==> src/vector_pkg.sv <==
// Constants shared by the interrupt vectoring block
`default_nettype none
package vector_pkg;
  // Sources, in fixed priority order, index 0 highest
  localparam int NUM_SRC      = 12;
  localparam int SRC_W        = 4;
  localparam logic [3:0] SRC_TRAP   = 4'h0;
  localparam logic [3:0] SRC_NMI    = 4'h1;
  localparam logic [3:0] SRC_LEVEL0 = 4'h2;
  localparam logic [3:0] SRC_LEVEL1 = 4'h3;
  localparam logic [3:0] SRC_LEVEL2 = 4'h4;
  localparam logic [3:0] SRC_TIMER0 = 4'h5;
  localparam logic [3:0] SRC_TIMER1 = 4'h6;
  localparam logic [3:0] SRC_DMA_A  = 4'h7;
  localparam logic [3:0] SRC_DMA_B  = 4'h8;
  localparam logic [3:0] SRC_CSIO   = 4'h9;
  localparam logic [3:0] SRC_SER_A  = 4'hA;
  localparam logic [3:0] SRC_SER_B  = 4'hB;
  // Sources with a slot in the vector page start at level 1
  localparam logic [3:0] SRC_FIRST_SLOT = SRC_LEVEL1;
  localparam int NUM_SLOT     = 9;
  localparam int SLOT_IDX_W   = 4;
  // Slot offsets within the page, two bytes per slot
  localparam logic [4:0] OFS_LEVEL1 = 5'h00;
  localparam logic [4:0] OFS_LEVEL2 = 5'h02;
  localparam logic [4:0] OFS_TIMER0 = 5'h04;
  localparam logic [4:0] OFS_TIMER1 = 5'h06;
  localparam logic [4:0] OFS_DMA_A  = 5'h08;
  localparam logic [4:0] OFS_DMA_B  = 5'h0A;
  localparam logic [4:0] OFS_CSIO   = 5'h0C;
  localparam logic [4:0] OFS_SER_A  = 5'h0E;
  localparam logic [4:0] OFS_SER_B  = 5'h10;
  // I/O addresses
  localparam logic [15:0] ADDR_VEC_LOW   = 16'h0033;
  localparam logic [15:0] ADDR_TRAP_CTRL = 16'h0034;
  localparam logic [15:0] ADDR_PAGE_BASE = 16'h0035;
  localparam logic [15:0] ADDR_L0_MODE   = 16'h0036;
  localparam logic [15:0] ADDR_SLOT_BASE = 16'h0040;
  localparam logic [15:0] ADDR_PF_STATE  = 16'hA000;
  // Control register fields and reset values
  localparam int ITC_EN0 = 0;
  localparam int ITC_EN1 = 1;
  localparam int ITC_EN2 = 2;
  localparam logic [7:0] ITC_RESET     = 8'h01;
  localparam logic [7:0] VEC_LOW_RESET = 8'h00;
  localparam logic [7:0] PAGE_RESET    = 8'h00;
  localparam int VEC_LOW_MSB = 7;
  localparam int VEC_LOW_LSB = 5;
  // Level 0 response modes
  typedef enum logic [1:0] {
    L0_DEVICE_BYTE, L0_FIXED_RESTART, L0_PAGE_BYTE
  } level0_mode_type;
  // Fixed entry addresses for non-slot responses, and the reset value of every slot
  localparam logic [15:0] TRAP_ENTRY    = 16'h0000;
  localparam logic [15:0] NMI_ENTRY     = 16'h0066;
  localparam logic [15:0] RESTART_ENTRY = 16'h0038;
  localparam logic [15:0] HANDLER_RESET = 16'h0000;
endpackage
`default_nettype wire
==> src/arb_if.sv <==
// Request and grant bundle between the vectoring top and its arbiter
`timescale 1ns/100ps
`default_nettype none
interface arb_if;
  logic [vector_pkg::NUM_SRC-1:0] reqs;
  logic                           grantValid;
  logic [vector_pkg::SRC_W-1:0]   grantIdx;
  modport requester (output reqs, input grantValid, input grantIdx);
  modport arbiter   (input reqs, output grantValid, output grantIdx);
endinterface
`default_nettype wire

==> src/interrupt_vectoring.sv <==
// Fixed-priority interrupt arbitration and vector generation
//////////////////////////////////////////////////////////////////////////////
`timescale 1ns/100ps
`default_nettype none
module interrupt_vectoring #(
  parameter logic [15:0] DEFAULT_HANDLER = vector_pkg::HANDLER_RESET
) (
  input  wire logic        mclk,          // System clock, 250 MHz
  input  wire logic        rstn,          // Async reset, active low
  input  wire logic [15:0] ioAddr,        // Core I/O address
  input  wire logic [7:0]  ioWrData,      // Core I/O write data
  input  wire logic        ioWr,          // I/O write strobe
  input  wire logic        ioRd,          // I/O read strobe
  output logic      [7:0]  ioRdData,      // Read data, one cycle after ioRd
  input  wire logic        intEnable,     // Core maskable enable
  input  wire logic        intAck,        // Core acknowledge pulse
  input  wire logic        trapEvent,     // Illegal opcode pulse from core
  input  wire logic        nmiN,          // NMI pin, falling edge
  input  wire logic        ext0ReqN,      // Level 0 pin, active low
  input  wire logic        ext2ReqN,      // Level 2 pin, active low
  input  wire logic        powerFailN,    // Supervisor warning, active low
  input  wire logic [7:0]  level0Byte,    // Vector byte from level 0 device
  input  wire logic [8:0]  periphReq,     // Timers, DMA, serial on bits 7..1; bits 0 and 8 unused
  output logic             intReq,        // Request pending toward the core
  output logic             ackValid,      // Vector answer pulse
  output logic      [3:0]  ackSource,     // Source index granted
  output logic      [15:0] vectorAddr,    // Vector address
  output logic      [15:0] handlerAddr    // Slot contents, zero if no slot
);
  //////////////////////////////////////////////////////////////////////////////
  // Pin synchronisers
  localparam int NPIN = 4;
  logic [NPIN-1:0] pinRaw, syncA_q, syncB_q;
  assign pinRaw = {~powerFailN, ~ext2ReqN, ~ext0ReqN, ~nmiN};
  genvar g;
  generate
    for (g = 0; g < NPIN; g++) begin : gSync
      always_ff @(posedge mclk or negedge rstn) begin
        if (!rstn) begin
          syncA_q[g] <= 1'b0;
          syncB_q[g] <= 1'b0;
        end else begin
          syncA_q[g] <= pinRaw[g];
          syncB_q[g] <= syncA_q[g];
        end
      end
    end
  endgenerate
  logic nmiLvl, ext0Lvl, ext2Lvl, pfLvl, nmiPrev_q;
  assign nmiLvl  = syncB_q[0];
  assign ext0Lvl = syncB_q[1];
  assign ext2Lvl = syncB_q[2];
  assign pfLvl   = syncB_q[3];
  //////////////////////////////////////////////////////////////////////////////
  // Registers
  logic [7:0]  trapCtrl_q, vecLow_q, pageBase_q;
  logic [1:0]  l0Mode_q;
  logic [15:0] slot_q [vector_pkg::NUM_SLOT];
  logic        isSlotAddr;
  logic [3:0]  slotSel;
  assign isSlotAddr = (ioAddr >= vector_pkg::ADDR_SLOT_BASE) &&
    (ioAddr < vector_pkg::ADDR_SLOT_BASE + 16'(2 * vector_pkg::NUM_SLOT));
  assign slotSel = 4'((ioAddr - vector_pkg::ADDR_SLOT_BASE) >> 1);

  always_ff @(posedge mclk or negedge rstn) begin
    if (!rstn) begin
      trapCtrl_q <= vector_pkg::ITC_RESET;
      vecLow_q   <= vector_pkg::VEC_LOW_RESET;
      pageBase_q <= vector_pkg::PAGE_RESET;
      l0Mode_q   <= 2'(vector_pkg::L0_DEVICE_BYTE);
    end else if (ioWr) begin
      case (ioAddr)
        vector_pkg::ADDR_TRAP_CTRL: trapCtrl_q <= ioWrData;
        vector_pkg::ADDR_VEC_LOW:   vecLow_q   <= ioWrData;
        vector_pkg::ADDR_PAGE_BASE: pageBase_q <= ioWrData;
        vector_pkg::ADDR_L0_MODE:   l0Mode_q   <= ioWrData[1:0];
        default: ;
      endcase
    end
  end

  // Byte-wide writes into two-byte slots, low byte at even address
  always_ff @(posedge mclk or negedge rstn) begin
    if (!rstn) begin
      for (int i = 0; i < vector_pkg::NUM_SLOT; i++)
        slot_q[i] <= DEFAULT_HANDLER;
    end else if (ioWr && isSlotAddr) begin
      if (ioAddr[0])
        slot_q[slotSel][15:8] <= ioWrData;
      else
        slot_q[slotSel][7:0]  <= ioWrData;
    end
  end

  always_ff @(posedge mclk or negedge rstn) begin
    if (!rstn) begin
      ioRdData <= 8'h00;
    end else if (ioRd) begin
      if (isSlotAddr)
        ioRdData <= ioAddr[0] ? slot_q[slotSel][15:8] : slot_q[slotSel][7:0];
      else begin
        case (ioAddr)
          vector_pkg::ADDR_TRAP_CTRL: ioRdData <= trapCtrl_q;
          vector_pkg::ADDR_VEC_LOW:   ioRdData <= vecLow_q;
          vector_pkg::ADDR_PAGE_BASE: ioRdData <= pageBase_q;
          vector_pkg::ADDR_L0_MODE:   ioRdData <= {6'h00, l0Mode_q};
          vector_pkg::ADDR_PF_STATE:  ioRdData <= {7'h00, pfLvl};
          default:                    ioRdData <= 8'h00;
        endcase
      end
    end
  end
  //////////////////////////////////////////////////////////////////////////////
  // Pending sources
  logic trapPend_q, nmiPend_q, ackTake;
  logic [3:0] winIdx;
  arb_if arb ();
  priority_arbiter uArb (.arb(arb.arbiter));
  assign winIdx  = arb.grantIdx;
  assign ackTake = intAck && arb.grantValid;

  // Set wins over the clear from an acknowledge in the same cycle
  always_ff @(posedge mclk or negedge rstn) begin
    if (!rstn) begin
      trapPend_q <= 1'b0;
      nmiPend_q  <= 1'b0;
      nmiPrev_q  <= 1'b0;
    end else begin
      nmiPrev_q <= nmiLvl;
      if (trapEvent)
        trapPend_q <= 1'b1;
      else if (ackTake && winIdx == vector_pkg::SRC_TRAP)
        trapPend_q <= 1'b0;
      if (nmiLvl && !nmiPrev_q)
        nmiPend_q <= 1'b1;
      else if (ackTake && winIdx == vector_pkg::SRC_NMI)
        nmiPend_q <= 1'b0;
    end
  end

  // Maskable sources need the core enable; trap and NMI bypass it
  // Only bits 7..1 carry sources, timer 0 up to serial B
  assign arb.reqs = {
    periphReq[7:1] & {7{intEnable}},
    ext2Lvl & trapCtrl_q[vector_pkg::ITC_EN2] & intEnable,
    pfLvl   & trapCtrl_q[vector_pkg::ITC_EN1] & intEnable,
    ext0Lvl & trapCtrl_q[vector_pkg::ITC_EN0] & intEnable,
    nmiPend_q,
    trapPend_q };
  //////////////////////////////////////////////////////////////////////////////
  // Vector formation
  function automatic logic [4:0] slotOffset(input logic [3:0] src);
    case (src)
      vector_pkg::SRC_LEVEL1: slotOffset = vector_pkg::OFS_LEVEL1;
      vector_pkg::SRC_LEVEL2: slotOffset = vector_pkg::OFS_LEVEL2;
      vector_pkg::SRC_TIMER0: slotOffset = vector_pkg::OFS_TIMER0;
      vector_pkg::SRC_TIMER1: slotOffset = vector_pkg::OFS_TIMER1;
      vector_pkg::SRC_DMA_A:  slotOffset = vector_pkg::OFS_DMA_A;
      vector_pkg::SRC_DMA_B:  slotOffset = vector_pkg::OFS_DMA_B;
      vector_pkg::SRC_CSIO:   slotOffset = vector_pkg::OFS_CSIO;
      vector_pkg::SRC_SER_A:  slotOffset = vector_pkg::OFS_SER_A;
      vector_pkg::SRC_SER_B:  slotOffset = vector_pkg::OFS_SER_B;
      default:                slotOffset = 5'h00;
    endcase
  endfunction

  logic [15:0] vecD, handD;
  logic        hasSlot;
  assign hasSlot = winIdx >= vector_pkg::SRC_FIRST_SLOT;
  always_comb begin
    handD = 16'h0000;
    case (winIdx)
      vector_pkg::SRC_TRAP: vecD = vector_pkg::TRAP_ENTRY;
      vector_pkg::SRC_NMI:  vecD = vector_pkg::NMI_ENTRY;
      vector_pkg::SRC_LEVEL0: begin
        case (vector_pkg::level0_mode_type'(l0Mode_q))
          vector_pkg::L0_FIXED_RESTART: vecD = vector_pkg::RESTART_ENTRY;
          vector_pkg::L0_PAGE_BYTE:     vecD = {pageBase_q, level0Byte};
          default:                      vecD = {8'h00, level0Byte};
        endcase
      end
      default: begin
        vecD  = {pageBase_q, vecLow_q[vector_pkg::VEC_LOW_MSB:
                 vector_pkg::VEC_LOW_LSB], slotOffset(winIdx)};
        handD = slot_q[4'(winIdx - vector_pkg::SRC_FIRST_SLOT)];
      end
    endcase
  end

  always_ff @(posedge mclk or negedge rstn) begin
    if (!rstn) begin
      intReq      <= 1'b0;
      ackValid    <= 1'b0;
      ackSource   <= 4'h0;
      vectorAddr  <= 16'h0000;
      handlerAddr <= 16'h0000;
    end else begin
      intReq   <= arb.grantValid && !ackTake;
      ackValid <= ackTake;
      if (ackTake) begin
        ackSource   <= winIdx;
        vectorAddr  <= vecD;
        handlerAddr <= hasSlot ? handD : 16'h0000;
      end
    end
  end
endmodule // interrupt_vectoring
`default_nettype wire

==> src/priority_arbiter.sv <==
// Fixed-priority arbiter: lowest index wins
`timescale 1ns/100ps
`default_nettype none
module priority_arbiter (
  arb_if.arbiter arb   // Pending requests in, single grant out
);
  // Scanning downward leaves the lowest pending index standing
  always_comb begin
    arb.grantValid = 1'b0;
    arb.grantIdx   = '0;
    for (int i = vector_pkg::NUM_SRC - 1; i >= 0; i--) begin
      if (arb.reqs[i]) begin
        arb.grantValid = 1'b1;
        arb.grantIdx   = vector_pkg::SRC_W'(i);
      end
    end
  end
endmodule // priority_arbiter
`default_nettype wire

==> config.mk <==
export PLATFORM = sky130hd
export DESIGN_NAME = interrupt_vectoring
export DESIGN_NICKNAME = d
export VERILOG_FILES = /design/src/vector_pkg.sv /design/src/arb_if.sv /design/src/interrupt_vectoring.sv /design/src/priority_arbiter.sv
export SDC_FILE = /design/constraint.sdc
export NUM_CORES = 1
export LEC_CHECK = 0
export BUFFER_PORTS_ARGS = -buffer_cell sky130_fd_sc_hd__buf_4
export CAP_MARGIN = 20
export CORE_ASPECT_RATIO = 1.4
export CORE_UTILIZATION = 59
export DETAILED_ROUTE_END_ITERATION = 6
export HOLD_SLACK_MARGIN = 0.1
export PLACE_DENSITY = 0.79
export SLEW_MARGIN = 15
export SYNTH_ARGS = -nofsm -noshare
export SYNTH_HDL_FRONTEND = slang
export SYNTH_SLANG_ARGS = --single-unit
export TNS_END_PERCENT = 20
==> constraint.sdc <==
create_clock -name mclk -period 7.2 [get_ports mclk]
set_clock_uncertainty 0.2 [all_clocks]
set_input_delay 1.08 -clock mclk [delete_from_list [all_inputs] [get_ports mclk]]
set_output_delay 1.08 -clock mclk [all_outputs]
set_load 0.05 [all_outputs]
==> results.ini, run 1 <==
[worst_setup_path]
critical-path-top-delay-family=simple AND/OR/NAND/NOR gates
startpoint=periphReq[6]
critPathArrivalTime_ns=4.56
end_kind=flip-flop
reg2reg_depth=9
cp_slowest_cell=o2111a_2
setup.worst_path.start_class=input port
worst_ep_required_time_ns=7.45
critPathBufInv=2
critPathMostFrequentCell=buf_4
worstPathCellList=buf_4 > nand2b_1 > a221oi_1 > o2111a_2 > ha_1 > buf_4 > nor3_2 > and4b_1 > a22oi_1 > nand3_1
critPathMaxStageDelay_ns=0.72
r2r_start=trapCtrl_q[1]
cp_max_fo=29
reg2reg_setup_slack_ns=3.30
worstSetupPathType=in -> reg
r2r-end=handlerAddr[2]

[drt]
first_pass_iters=5
drtIter0Drc=636
wl_mm=30.3
drc_errors=0
num_vias=8225
ant_nets=0
wl_per_cell_um=25.0
routed_via_density=6.78

[clocking]
cts_resized=0
cts_setup_buffers=0
clk_pin_slew_ns=0.06
cts_tree=built
ctsHoldBuffers=0
worstSkewPairLatency_ns=0.52
cts-buffers-inserted=23
cts_max_path_buffers=3
cts-root-buf=clkbuf_16
htree_levels=1
clock-sinks=227

[synthesis]
ys_warn_count=0
async_flop_share=1.00
synthCells=888
synth_edf_count=0
synthesis.area_mm2=0.0114
ys_types=57
yosys-top-cells-area=dfrtp_1 49%, mux2_2 17%, mux4_2 11%, nand2_1 2.6%, a21oi_1 1.7%
ys_seq_elements=227
synth_top_cell_area_share=0.495
ys_seq_area_frac=0.497
yosys.area.top_type=dfrtp_1
yosys_most_used_dff=dfrtp_1
syn_avg_cell_area_um2=12.9
syn_nets=948

[grt]
grt_pass1_wl_mm=47.8
overflow=0
grt_pass1_vias=8491
antenna_found_initial=0
track_usage=0.315
grt_max_degree=87

[hold_path]
min_to=nmiLvl
hp-start=syncA_q[0]
hold_path.class=reg -> reg
hold_depth=0

[die]
row_count=59
io_pins=98
start_util=0.609
design.core.area_mm2=0.0188
die_area_mm2=0.0199
die_w_um=120
die_h_um=167

[cells_and_area]
drive_above_1_share=0.389
fill_cells=1318
final_nets=1013
diodes=0
ff_latch_area_mm2=0.00568
syn2layout_area_growth_pct=13.8
multiInputGateArea_mm2=0.00541
final_area_mm2=0.0130

[power]
ir_drop_mv=0.165
power_leakage_nw=6.14
powerDensity_mw_per_mm2=211

[place]
place_hpwl_mm=20.4
port_buffers=95
placed_area_mm2=0.0122
gp_routability_congestion=0.950

[timing]
hold_viol=0
tightest_slew_ns=0.996
drv_slew=0
final.period_utilization=0.597
min_period_ns=4.30
rsz0062_at_grt=false
finalSetupTns_ns=0
fmax_ghz=0.232
final-setup-viol-count=0
relSlewSlack=0.335

[run_status]
outcome=completed

[run]
cap_violations=0

[flip-flops by register name, summed over array words and instances, names as in the netlist, 2 cells and up]
register     flops
syncA_q          4
pageBase_q       8
slot_q         144
handlerAddr     16
ioRdData         8
ackSource        4
vecLow_q         8
l0Mode_q         2
trapCtrl_q       8
vectorAddr      16
[cells in the final DEF (no fill, tap or decap), drive strengths merged, types with 3 or more instances in the layout]
cell type / instances
dfrtp: 226
mux2: 171
buf: 106
nand2: 78
mux4: 56
a21oi: 39
clkbuf: 36
nor2: 26
nand3: 21
mux2i: 18
o22ai: 17
a221o: 16
o21ai: 15
inv: 15
a221oi: 13
or3: 10
a211o: 9
a22o: 9
a22oi: 8
ha: 8
and4: 7
nand3b: 7
nand2b: 6
nor2b: 6
nor3: 4
and2: 4
or2: 3
nand4: 3
a31oi: 3
[metal layers]
metal | vias up | part of all wire | GRT usage
met2 | 407 | 0.50 | 0.524
met1 | 4214 | 0.37 | 0.387
met4 | 0 | 0.063 | 0.191
li1 | 3490 | - | -
met3 | 114 | 0.068 | 0.0473
met5 | - | 0 | 0
[through the flow]
step	setup slack [ns]	cells	hold WS (ns)	util	power, W
3_5_place_dp	2.28	1170	0.138	0.653	0.00159
3_3_place_gp	2.39	1170	0.135	0.653	0.00159
5_1_grt	2.69	1213	0.160	0.693	0.00282
6_report	2.90	1213	0.155	0.693	0.00274
2_1_floorplan	3.21	888	0.131	-	0.00148
4_1_cts	2.82	1211	0.157	0.692	0.00275
[synth_stat cells (6+ instances only)]
| cell type | n |
|---|---|
| dfrtp_1 | 226 |
| mux2_2 | 171 |
| nand2_1 | 78 |
| mux4_2 | 56 |
| clkbuf_1 | 44 |
| a21oi_1 | 39 |
| nor2_1 | 26 |
| nand3_1 | 21 |
| mux2i_1 | 18 |
| o22ai_1 | 17 |
| a221o_1 | 16 |
| o21ai_0 | 15 |
| a221oi_1 | 13 |
| inv_1 | 13 |
| buf_2 | 10 |
| or3_1 | 10 |
| a211o_1 | 9 |
| a22o_1 | 9 |
| a22oi_1 | 8 |
| buf_1 | 8 |
| ha_1 | 8 |
| and4_1 | 7 |
| nand3b_1 | 7 |
| nand2b_1 | 6 |
| nor2b_1 | 6 |
[how the worst max path moves through the flow]
stage,endpoint,slack [ns],cells past startpoint
after floorplan,handlerAddr[1],3.21,13
after global placement,vectorAddr[13],2.39,9
after detailed placement,vectorAddr[9],2.28,9
after CTS,vectorAddr[9],2.82,9
after global routing,handlerAddr[3],2.69,10
final,handlerAddr[2],2.90,10
[report_power, final]
group / switching [W] / internal [W] / leakage, nW
sequential: 0.0000110 / 0.00129 / 3.12
clock: 0.000490 / 0.000678 / 0.355
combinational: 0.000183 / 0.0000842 / 2.67
total: 0.000685 / 0.00205 / 6.14
[logic make-up after synthesis]
kind of cell,synth area share
AO/OA/AOI/OAI,0.0894
adder cells (fa/ha/maj),0.00876
buffers and inverters,0.0293
flip-flops,0.497
multiplexers,0.295
AND/OR/NAND/NOR,0.0806
[layout make-up]
class | count | share of cell area
clock buffer | 36 | 0.0519
inverter | 14 | 0.00404
clock inverter | 5 | 0.00433
multi-input combinational | 581 | 0.416
timing repair buffer | 106 | 0.0631
sequential | 227 | 0.437
tap | 244 | 0.0235
No activity file was read; power rests on OpenSTA's default activity.
==> run 2: changes to the inputs <==
==> constraint.sdc (replaced) <==
create_clock -name mclk -period 4.3 [get_ports mclk]
set_clock_uncertainty 0.2 [all_clocks]
set_input_delay 0.645 -clock mclk [delete_from_list [all_inputs] [get_ports mclk]]
set_output_delay 0.645 -clock mclk [all_outputs]
set_load 0.05 [all_outputs]
==> run 2 against run 1 <==
Net effect: combinational power up 73%; cell area up 1.4%; worst setup slack worse by 2.1 ns; critical path depth up 1; register-to-register slack worse by 2.5 ns; utilization up 1.0 points.
==> results.ini, run 2 (synthesis results as in run 1) <==
[die]
die_area_mm2=0.0199
die_h_um=167
start_util=0.609
row_count=59
die_w_um=120
design.core.area_mm2=0.0188
io_pins=98

[drt]
drtIter0Drc=701
drc_errors=0
routed_via_density=6.73
ant_nets=0
wl_per_cell_um=25.0
first_pass_iters=5
wl_mm=30.8
num_vias=8276

[timing]
whs_ns=0.125
relSlewSlack=0.399
drv_slew=0
min_period_ns=3.45
finalSetupTns_ns=0
setup_slack_ns=0.848
rsz0062_at_grt=false
fmax_ghz=0.290
final.period_utilization=0.803
tightest_slew_ns=0.878
hold_viol=0
final-setup-viol-count=0

[cells_and_area]
drive_above_1_share=0.400
syn2layout_area_growth_pct=15.4
final_nets=1029
final_area_mm2=0.0132
diodes=0
mostFrequentLayoutCell=dfrtp_1
layout_common_cells=226 x dfrtp_1, 171 x mux2_2, 114 x buf_4, 78 x nand2_1, 56 x mux4_2
fin_util=0.703
largest-register=slot_q
largest_reg_flops=144
largest_registers=slot_q (144), handlerAddr (16), vectorAddr (16)

[worst_setup_path]
critPathArrivalTime_ns=3.65
r2r_start=nmiPend_q
worst_ep_required_time_ns=4.49
cp_max_fo=9
end_kind=flip-flop
startpoint=nmiPend_q
setup.worst_path.start_class=flip-flop
worstSetupPathType=reg -> reg

[clocking]
cts_setup_buffers=0
worstSkewPairLatency_ns=0.51
cts-buffers-inserted=22
cts-root-buf=clkbuf_16
cts_max_path_buffers=3
clock-sinks=227
cts_resized=0
clk_pin_slew_ns=0.06
htree_levels=1
cts_tree=built

[run]
cap_violations=0

[place]
dpl_worst_slack_ns=0.541
place_hpwl_mm=20.7
gp_routability_congestion=0.923
placed_area_mm2=0.0124
port_buffers=95

[grt]
overflow=0
track_usage=0.317
antenna_found_initial=0
grt_max_degree=111
grt_pass1_vias=8757
grt_pass1_wl_mm=48.3

[power]
ir_drop_mv=0.253
powerDensity_mw_per_mm2=353
power_leakage_nw=6.26

[hold_path]
hold_path.class=in -> reg
hp-start=intAck

[run_status]
outcome=completed

## run 2: changes by cell type in the layout (fill, tap and decap cells not counted), sizes merged
cell and delta:
buf +12, dlygate4sd3 +5, bufinv +1, clkbuf -6, clkinv +5, inv -1
## run 2: worst paths after layout
| kind | slack (ns) | cells after the start | endpoint |
|---|---|---|---|
| min in group asynchronous | 0.57 | 2 | syncA_q[0] |
| worst max register to register | 0.85 | 11 | handlerAddr[15] |
| worst min-delay path | 0.12 | 2 | intReq |
| max in group asynchronous | 2.50 | 3 | slot_q[84] |
| worst min register to register | 0.16 | 0 | ext2Lvl |
| worst max-delay path | 0.85 | 11 | handlerAddr[15] |
## run 2: what timing repair did
item | 4_1_cts | 5_1_grt
endpoints found under the setup margin | 0 | 0
hold buffers | 5 | 0
hold endpoints to repair | 111 | 0
## run 2: critical path, stage by stage, from the launching register on
cell	delay, ns
dfrtp_1	0.46
nor2_1	0.26
nand3_1	0.14
o22ai_1	0.18
buf_4	0.17
nand2_1	0.11
ha_1	0.50
buf_4	0.28
nand2b_1	0.37
o22ai_1	0.16
a211o_1	0.29
a22o_1	0.20
## run 2: report_power, final
part	internal (W)	leakage (nW)	switching (W)
combinational	0.000152	2.76	0.000311
sequential	0.00216	3.12	0.0000182
clock	0.00118	0.378	0.000833
## run 2: layout make-up
type                    count  area (um2)
flip-flops and latches    227        5680
clock inverters            10         106
fillers                  1333        5560
well taps                 244         305
repair buffers            123         981
clock buffers              30         652
multi-input cells         581        5410
inverters                  14        52.6
## run 2: per-layer routing
layer	wire (um)	global-route usage	part of all wire
met5	0	0	0
met4	1830	0.188	0.060
met3	2100	0.0473	0.068
met2	15600	0.543	0.51
met1	11200	0.376	0.36
## run 2: metrics by stage
stage,instances,power [W]
3_3_place_gp,1184,0.00267
6_report,1229,0.00466
4_1_cts,1229,0.00468
5_1_grt,1229,0.00478
3_5_place_dp,1184,0.00268
2_1_floorplan,888,0.00248
